===== src/verilog/abt_pkg.sv =====
// Constants and types shared by the break transmitter files
package abt_pkg;
  // ----------------------------------------------------------------
  // Frame lengths in bit times
  // ----------------------------------------------------------------
  localparam int BREAK_BITS_SHORT = 10;
  localparam int BREAK_BITS_LONG = 11;
  localparam logic [3:0] BITS_SHORT = 4'hA;
  localparam logic [3:0] BITS_LONG = 4'hB;
  // ----------------------------------------------------------------
  // Clock and rate
  // ----------------------------------------------------------------
  localparam int CLK_HZ = 50000000;
  localparam int BAUD_DEFAULT = 19200;
  localparam int BAUD_DIV_DEFAULT = (CLK_HZ + BAUD_DEFAULT / 2) / BAUD_DEFAULT;
  localparam int DIV_W = 16;
  // ----------------------------------------------------------------
  // Line levels and reset values
  // ----------------------------------------------------------------
  localparam logic LINE_IDLE = 1'b1;
  localparam logic LINE_BREAK = 1'b0;
  localparam logic [3:0] BITCNT_RESET = 4'h0;
  localparam logic [DIV_W-1:0] DIVCNT_RESET = 16'h0000;
  // ----------------------------------------------------------------
  // Transmitter states
  // ----------------------------------------------------------------
  typedef enum logic [1:0] {
    ST_OFF   = 2'b00,
    ST_READY = 2'b01,
    ST_IDLE  = 2'b10,
    ST_BREAK = 2'b11
  } abt_state_e;
  // Frame request kinds carried in the buffer
  localparam logic REQ_IDLE = 1'b0;
  localparam logic REQ_BREAK = 1'b1;
endpackage


===== src/verilog/abt_req_if.sv =====
// Interface carrying frame requests between buffer and transmitter
`timescale 1ns/1ps
interface abt_req_if;
  logic valid;
  logic ready;
  logic kind;
  modport src (output valid, output kind, input ready);
  modport dst (input valid, input kind, output ready);
endinterface


===== src/verilog/abt_buf2.sv =====
// Two-entry request buffer with valid and ready on both sides
`timescale 1ns/1ps
module abt_buf2 (
  // Clock and reset
  input wire logic clk,
  input wire logic nrst,
  // Filling side
  input wire logic in_valid,
  input wire logic in_kind,
  output logic in_ready,
  // Draining side
  abt_req_if.src out
);
  logic [1:0] mem_reg;
  logic [1:0] mem_next;
  logic [1:0] cnt_reg;
  logic [1:0] cnt_next;
  logic push;
  logic pop;

  // Occupancy and shift storage
  always_comb begin
    push = in_valid && (cnt_reg != 2'h2);
    pop = out.ready && (cnt_reg != 2'h0);
    mem_next = mem_reg;
    cnt_next = cnt_reg;
    if (pop) begin
      mem_next[0] = mem_reg[1];
    end
    if (push) begin
      if (cnt_reg == 2'h0 || (cnt_reg == 2'h1 && pop)) begin
        mem_next[0] = in_kind;
      end else begin
        mem_next[1] = in_kind;
      end
    end
    cnt_next = cnt_reg + {1'b0, push} - {1'b0, pop};
  end

  // Register the buffer state
  always_ff @(posedge clk or negedge nrst) begin
    if (!nrst) begin
      mem_reg <= 2'h0;
      cnt_reg <= 2'h0;
    end else begin
      mem_reg <= mem_next;
      cnt_reg <= cnt_next;
    end
  end

  assign in_ready = (cnt_reg != 2'h2);
  assign out.valid = (cnt_reg != 2'h0);
  assign out.kind = mem_reg[0];
endmodule


===== src/verilog/abt_break_tx.sv =====
// Break and idle frame generator for the serial transmit line
`timescale 1ns/1ps
// What this block does
// - Setting then clearing break request sends exactly one break frame.
// - Break lasts 10 bit times with short words, 11 with long words.
// - While break request stays set, break frames follow back to back.
// - Enable low then high queues one marking idle frame first.
module abt_break_tx #(
  parameter int BAUD_DIV = abt_pkg::BAUD_DIV_DEFAULT
) (
  // Clock and reset
  input wire logic CLK_SYS,
  input wire logic NRST,
  // Software control bits
  input wire logic BREAK_REQUEST_BIT,
  input wire logic TRANSMITTER_ENABLE_BIT,
  input wire logic WORD_LENGTH_BIT,
  // Serial line and status
  output logic TX_LINE,
  output logic TX_BUSY,
  output logic REQ_STALL
);
  // ----------------------------------------------------------------
  // Declarations
  // ----------------------------------------------------------------
  // Last divider count inside one bit time
  localparam logic [abt_pkg::DIV_W-1:0] DIV_LAST =
    abt_pkg::DIV_W'(BAUD_DIV - 1);
  abt_pkg::abt_state_e state_reg, state_next;
  logic [abt_pkg::DIV_W-1:0] div_reg, div_next;
  logic [3:0] bit_reg, bit_next;
  logic [3:0] len_reg, len_next;
  logic line_reg, line_next;
  logic busy_reg, busy_next;
  logic stall_reg, stall_next;
  logic brk_d_reg, brk_d_next;
  logic te_d_reg, te_d_next;
  logic brk_pend_reg, brk_pend_next;
  logic idle_pend_reg, idle_pend_next;
  logic bit_tick;
  logic frame_end;
  logic in_valid;
  logic in_kind;
  logic in_ready;
  abt_req_if req ();

  // Frame length from word length
  function automatic logic [3:0] frame_bits(input logic long_word);
    frame_bits = long_word ? abt_pkg::BITS_LONG : abt_pkg::BITS_SHORT;
  endfunction

  // States that put a frame on the line, for the tick and busy flag
  function automatic logic in_frame(input abt_pkg::abt_state_e st);
    in_frame = (st == abt_pkg::ST_IDLE) || (st == abt_pkg::ST_BREAK);
  endfunction

  // ----------------------------------------------------------------
  // Request buffer
  // ----------------------------------------------------------------
  // Two entries absorb an idle and a break queued back to back
  abt_buf2 u_buf (
    .clk(CLK_SYS),
    .nrst(NRST),
    .in_valid(in_valid),
    .in_kind(in_kind),
    .in_ready(in_ready),
    .out(req)
  );

  // Idle request wins the slot ahead of a break
  always_comb begin
    in_valid = idle_pend_reg || brk_pend_reg;
    in_kind = idle_pend_reg ? abt_pkg::REQ_IDLE : abt_pkg::REQ_BREAK;
  end

  // ----------------------------------------------------------------
  // Control bit capture
  // ----------------------------------------------------------------
  // Control bits come from logic on this clock: no synchroniser
  // One pending flag per kind holds a request until the buffer has
  // room, so a full buffer delays a request and never drops it
  // A new edge in the hand-over cycle keeps its flag set
  // Idle flag goes first so an idle line leads a break

  // Next values of the edge detectors and pending flags
  always_comb begin
    brk_d_next = BREAK_REQUEST_BIT;
    te_d_next = TRANSMITTER_ENABLE_BIT;
    brk_pend_next = brk_pend_reg;
    idle_pend_next = idle_pend_reg;
    // Flag handed to the buffer, idle ahead of break
    if (in_valid && in_ready) begin
      if (idle_pend_reg) begin
        idle_pend_next = 1'b0;
      end else begin
        brk_pend_next = 1'b0;
      end
    end
    // Set edge of break request queues one break
    if (BREAK_REQUEST_BIT && !brk_d_reg && TRANSMITTER_ENABLE_BIT) begin
      brk_pend_next = 1'b1;
    end
    // Enable rising edge queues an idle frame
    if (TRANSMITTER_ENABLE_BIT && !te_d_reg) begin
      idle_pend_next = 1'b1;
    end
  end

  // Register the edge detectors and pending flags
  always_ff @(posedge CLK_SYS or negedge NRST) begin
    if (!NRST) begin
      brk_d_reg <= 1'b0;
      te_d_reg <= 1'b0;
      brk_pend_reg <= 1'b0;
      idle_pend_reg <= 1'b0;
    end else begin
      brk_d_reg <= brk_d_next;
      te_d_reg <= te_d_next;
      brk_pend_reg <= brk_pend_next;
      idle_pend_reg <= idle_pend_next;
    end
  end

  // ----------------------------------------------------------------
  // Frame sequencing
  // ----------------------------------------------------------------
  // One bit time is BAUD_DIV clocks; the frame ends on the last
  // count of its last bit
  assign bit_tick = in_frame(state_reg) && (div_reg == DIV_LAST);
  assign frame_end = bit_tick && (bit_reg == len_reg - 4'h1);

  // Next state of the sequencer
  always_comb begin
    state_next = state_reg;
    div_next = div_reg;
    bit_next = bit_reg;
    len_next = len_reg;
    line_next = abt_pkg::LINE_IDLE;
    req.ready = 1'b0;
    case (state_reg)
      abt_pkg::ST_OFF: begin
        if (TRANSMITTER_ENABLE_BIT) begin
          state_next = abt_pkg::ST_READY;
        end
      end
      abt_pkg::ST_READY: begin
        // Enable low parks the transmitter, queued requests wait
        // Oldest request starts; word length is taken here and when a held break chains
        if (!TRANSMITTER_ENABLE_BIT) begin
          state_next = abt_pkg::ST_OFF;
        end else if (req.valid) begin
          req.ready = 1'b1;
          div_next = abt_pkg::DIVCNT_RESET;
          bit_next = abt_pkg::BITCNT_RESET;
          len_next = frame_bits(WORD_LENGTH_BIT);
          if (req.kind == abt_pkg::REQ_BREAK) begin
            state_next = abt_pkg::ST_BREAK;
            line_next = abt_pkg::LINE_BREAK;
          end else begin
            state_next = abt_pkg::ST_IDLE;
          end
        end
      end
      abt_pkg::ST_IDLE, abt_pkg::ST_BREAK: begin
        line_next = (state_reg == abt_pkg::ST_BREAK) ?
          abt_pkg::LINE_BREAK : abt_pkg::LINE_IDLE;
        // Divider and bit counter run only inside a frame
        div_next = bit_tick ? abt_pkg::DIVCNT_RESET : div_reg + 1'b1;
        if (bit_tick) begin
          bit_next = bit_reg + 4'h1;
        end
        if (frame_end) begin
          // Held request chains the next break with no gap; an idle request
          // still in its pending flag or a low enable ends the chain
          bit_next = abt_pkg::BITCNT_RESET;
          if (state_reg == abt_pkg::ST_BREAK && BREAK_REQUEST_BIT &&
              TRANSMITTER_ENABLE_BIT && !idle_pend_reg) begin
            len_next = frame_bits(WORD_LENGTH_BIT);
          end else begin
            state_next = abt_pkg::ST_READY;
            line_next = abt_pkg::LINE_IDLE;
          end
        end
      end
      default: begin
        state_next = abt_pkg::ST_OFF;
      end
    endcase
    // Busy follows the next state and stall the current full buffer, so both leave flip-flops
    busy_next = in_frame(state_next);
    stall_next = in_valid && !in_ready;
  end

  // Register the sequencer
  always_ff @(posedge CLK_SYS or negedge NRST) begin
    if (!NRST) begin
      state_reg <= abt_pkg::ST_OFF;
      div_reg <= abt_pkg::DIVCNT_RESET;
      bit_reg <= abt_pkg::BITCNT_RESET;
      len_reg <= abt_pkg::BITS_SHORT;
      line_reg <= abt_pkg::LINE_IDLE;
      busy_reg <= 1'b0;
      stall_reg <= 1'b0;
    end else begin
      state_reg <= state_next;
      div_reg <= div_next;
      bit_reg <= bit_next;
      len_reg <= len_next;
      line_reg <= line_next;
      busy_reg <= busy_next;
      stall_reg <= stall_next;
    end
  end

  // ----------------------------------------------------------------
  // Outputs
  // ----------------------------------------------------------------
  // Outputs come straight from the registers
  assign TX_LINE = line_reg;
  assign TX_BUSY = busy_reg;
  assign REQ_STALL = stall_reg;
endmodule


===== config.mk =====
export PLATFORM = sky130hd
export DESIGN_NAME = abt_break_tx
export DESIGN_NICKNAME = d
export VERILOG_FILES = /design/src/verilog/abt_pkg.sv /design/src/verilog/abt_req_if.sv /design/src/verilog/abt_buf2.sv /design/src/verilog/abt_break_tx.sv
export SDC_FILE = /design/constraint.sdc
export NUM_CORES = 1
export LEC_CHECK = 0
export ABC_AREA = 1
export BUFFER_PORTS_ARGS = -buffer_cell sky130_fd_sc_hd__buf_2
export CORE_ASPECT_RATIO = 1.25
export CORE_MARGIN = 3
export CORE_UTILIZATION = 45
export CTS_CLUSTER_DIAMETER = 40
export DETAILED_ROUTE_END_ITERATION = 8
export SLEW_MARGIN = 30
export SYNTH_ARGS = -nofsm -noshare
export SYNTH_HDL_FRONTEND = slang
export SYNTH_HIERARCHICAL = 1
export SYNTH_SLANG_ARGS = --single-unit
export TNS_END_PERCENT = 50

===== constraint.sdc =====
create_clock -name CLK_SYS -period 3.87 [get_ports CLK_SYS]
set_clock_uncertainty 0.05 [all_clocks]
set_input_delay 0.1935 -clock CLK_SYS [delete_from_list [all_inputs] [get_ports CLK_SYS]]
set_output_delay 0.1935 -clock CLK_SYS [all_outputs]
set_load 0.03 [all_outputs]

# Word level (Yosys, flattened, before mapping)
# Index checks and enable logic that the tools add are counted.
# classes
addsub	5
eq_ne	15
muxes	41
bitwise	1
reduce_logical	32
# op_table
op	n
$mux W16	3
$mux W4	8
$pmux W16 S2	1
$mux W1	20
$add A16 B1 Y16 const B	1
$eq A16 B12 Y1 const B	1
$pmux W4 S2	2
$logic_and A1 B1 Y1	12
$mux W2	5
$ne A2 B2 Y1 const B	5
$eq A2 B2 Y1 const B	4
$reduce_bool A2 Y1	4
$pmux W2 S3	1
$reduce_and A5 Y1	1
$add A4 B1 Y4 const B	1
$eq A2 B1 Y1 const B	2
$eq A4 B4 Y1	1
$logic_not A1 Y1	4
$logic_not A2 Y1	2
$logic_or A1 B1 Y1	4
$reduce_and A2 Y1	2
$reduce_and A4 Y1	1
$sub A4 B1 Y4 const B	1
$ne A3 B3 Y1 const B	1
other kinds (7)	7
# totals
reg_bits	37

# Logic depth before layout (Yosys ltp)
# depth
depth_word	9
depth_mapped	11

# Modules after synthesis
# Netlist, hierarchy kept.
# modules_own_cells
mod	n_inst	cells_each	area_per_inst_um2	seq_area_each_um2
abt_break_tx	1	221	1705.4	726.9
abt_buf2	1	32	240.2	100.1

# Worst setup path before layout
# No wires, ideal clock.
# synth_timing
path_type	register to register
startpoint	register, netlist name TX_BUSY
endpoint	register u_buf.cnt_reg[1]
setup_ps	126
arrival_ps	1647
setup_slack_ps	2047
stages_incl_launch_ff	9
path_buffers	1
synth_period_minus_slack_ps	1823
path_cell_list	dfrtp_1 > buf_4 > nor2_1 > o21ai_0 > nand3_1 > nand2_1 > ha_1 > xnor2_1 > xor2_1
# synth_lines
element	line_no	rtl
end signal, assigned	abt_buf2.sv:47	cnt_reg <= cnt_next;
end, declared	abt_buf2.sv:16	logic [1:0] cnt_reg;

# Worst setup path in the final report
# layout_timing
startpoint	register u_buf.cnt_reg[1]
endpoint	register u_buf.cnt_reg[1]
# layout_via
elab_chain_len	6
word_cells_on_any_way	9
# layout_lines
element	line_no	rtl
$reduce_bool A2 Y1	abt_buf2.sv:52	assign out.valid = (cnt_reg != 2'h0);
net req.valid	abt_req_if.sv:4	logic valid;
$mux W1	abt_break_tx.sv:151	end else if (req.valid) begin
$mux W1	abt_break_tx.sv:149	if (!TRANSMITTER_ENABLE_BIT) begin
$mux W1	abt_break_tx.sv:140	case (state_reg)
net req.ready	abt_req_if.sv:5	logic ready;
$logic_and A1 B1 Y1	abt_buf2.sv:24	pop = out.ready && (cnt_reg != 2'h0);
$sub A2 B1 Y2	abt_buf2.sv:37	cnt_next = cnt_reg + {1'b0, push} - {1'b0, pop};
net u_buf.cnt_next[1]	abt_buf2.sv:17	logic [1:0] cnt_next;
# The timed path passes the listed nets, and every way through them passes these cells.
# A chain may end at the register's enable or synchronous reset.

==> out/results.txt <==
Status = complete, no violations
Fmax = 490.7 MHz
Final Hold Viols = 0
Placement Rows = 26
Placed cells = 314
Detailed Place HPWL = 3061 µm
RSZ-0062 raised after global routing = false
Initial antenna violation count = 0
Final setup violation count = 0
Synth Cell Area = 1946 µm²
CTS tree = built
WHS Path Cells = 1
Top cells by area, synth = dfrtp_1 (41%), nand2_1 (11%), nand3_1 (6.4%)
Top-Level Pins = 8
GPL Wtd Cong = 0.8171
Clock buffer depth = 2
Syn nets = 261
Final wirelength = 4170 µm
Vias in the first global route = 1628
TritonCTS buffer count = 5
Worst-path fanout max = 6
Worst r2r src = u_buf/cnt_reg[1]
Largest area contributor in the netlist = dfrtp_1
Asr flop ratio synth = 100.0%
FF-to-FF setup slack = 1.83 ns
Drt drc = 0
Max reg flops = 16
Hold path start = TRANSMITTER_ENABLE_BIT
Worst vdd ir = 0.2068 mV
Final #Nets = 275
Power per Cell Area = 300.1 nW/µm²
TritonCTS Sinks = 33
Wire length per cell = 12.87 µm
Share of layout cells above drive strength 1 = 15.30%
Worst-path clk slew = 0.07 ns
Worst-path cell chain = inv_1, nand2_2, nand3_2, nor2_1, o21ai_0, nand3_1, nand2_1, ha_1, xnor2_1, xor2_1
Tightest Hold Check Type = in -> reg
Req. time, crit path = 4.02 ns
Die area = 5153 µm²
Max Slew Vio Count = 0
Slew headroom = 50.38%
Avg Synthesized Cell Area = 7.690 µm²
Period minus WS final = 2.038 ns
GRT overflow = 0
Non-Filler Instances = 324
Initial Util = 47.09%
Leak Pwr = 1.050 nW
Initial DRC Count = 68
Hold Slack = 0.05430 ns
Largest net degree at the start of global routing = 34
Synth cell count leaders = nand2_1 (55), dfrtp_1 (32), inv_1 (32)
Data arrival, critical path = 2.19 ns
Predominant post-synthesis flop cell = dfrtp_1
Post-synthesis sequential area ratio = 42.51%
Total power = 0.6474 mW
FF-to-FF End = u_buf/cnt_reg[1]
Core area = 4131 µm²
Clk_lat worst skew = 0.28 ns
Netlist cell types = 29
H-tree Lvls = 2
Synth Instances = 253
Vias per cell = 5.059
Hold Path End = te_d_reg
MaxCap Viol Count = 0
Synth top area share = 41.16%
Die height = 79.52 µm
Fin Setup TNS = 0 ns
Setup CP Type = reg -> reg
Number of post-CTS setup repair buffers = 0
Most numerous cell in the Yosys netlist = nand2_1
Post-route clock period utilization = 52.66%
Yosys reg bits = 33
GRT Util Overall = 18.35%
Startpoint class of the critical path = register
N_diodes = 0
Chip width = 64.81 µm
Via count = 1639
Number of flops mapped to enable cells by yosys = 0
FF-to-FF path depth = 10
Worst slew pin tran = 0.7443 ns
Antenna viol nets, final = 0
Initial DRT Pass Iterations = 4
CP Capture Type = register
Clock root buffer = clkbuf_8
Slowest CP cell = dfrtp_1
Area Growth Syn to Fin = 10.87%
Post_cts resized = 0
Post-cts hold buffer count = 2
Input/output buffers = 7
First-pass GRT wire length = 7265 µm
Largest stage delay, worst path = 0.45 ns
Synth warnings = 6
==> where the power goes <==
part / switching [mW] / total, mW / internal, mW / leakage [nW]
logic: 0.00882 / 0.0121 / 0.00324 / 0.644
clock network: 0.128 / 0.288 / 0.161 / 0.0542
registers: 0.000572 / 0.347 / 0.346 / 0.352
==> worst max path at each step <==
stage                       endpoint  cells past startpoint        startpoint
finish              u_buf/cnt_reg[1]                     10  u_buf/cnt_reg[1]
detailed placement  u_buf/cnt_reg[1]                     10  u_buf/cnt_reg[1]
CTS                 u_buf/cnt_reg[1]                     10  u_buf/cnt_reg[1]
global route        u_buf/cnt_reg[1]                     10  u_buf/cnt_reg[1]
global placement    u_buf/cnt_reg[1]                     10  u_buf/cnt_reg[1]
floorplan           u_buf/cnt_reg[1]                      8           TX_BUSY
==> layer usage <==
metal  part of all wire (%)  global-route usage (%)  wire length [µm]  vias to the layer above
li1                       -                       -                 -                      848
met1                     45                   20.29              1874                      755
met2                     50                   33.06              2089                       28
met3                    2.4                   4.085               102                        8
met4                    2.5                   8.245               104                        0
met5                      0                       0                 0                        -
==> logic make-up after synthesis <==
| family | count (synthesis) | synth area share (%) |
|---|---|---|
| AOI/OAI and AO/OA | 25 | 7.074 |
| xor gates and xnor gates | 9 | 4.052 |
| adders and majority gates | 3 | 1.929 |
| buffers and inverters | 38 | 7.717 |
| DFF | 33 | 42.51 |
| and+or+nand+nor | 145 | 36.72 |
==> per-stage QoR <==
step                      util, %  instance area, µm²  setup WS (ns)
after CTS                   52.21                2157          1.871
after global routing        52.21                2157          1.548
after detailed placement    49.27                2036          1.883
final                       52.21                2157          1.832
after floorplan                 -                1946          2.047
after global placement      49.27                2036          1.980
==> worst max-delay path: cells and delay by family (launching register included) <==
kind / cells / cell delay, ns
and+or+nand+nor: 5 / 0.67
DFF: 1 / 0.45
xor gates and xnor gates: 2 / 0.34
AOI/OAI and AO/OA: 1 / 0.18
adders and majority gates: 1 / 0.18
buffers and inverters: 1 / 0.10
==> layout make-up <==
type / instances / area, µm²
inverter: 36 / 135.1
clock buffer: 7 / 96.34
multi-input combinational: 182 / 968.4
clock inverter: 1 / 5.005
tap: 56 / 70.07
sequential: 33 / 827.0
timing repair buffer: 9 / 55.05
fill: 419 / 1974
==> placed cells by master, fill, tap and decap left out, types with 4 or more instances in the layout <==
cell       n
xor2_1     6
nand4_1   11
o21ai_1    4
o21ai_0   12
nor2_1    29
clkbuf_8   7
nor2_2     4
inv_1     32
buf_2      7
nor3_1     5
dfrtp_1   32
nand2_2    6
nand3_1   25
nand2_1   55
inv_2      4
(Power assumes the default switching activity.)
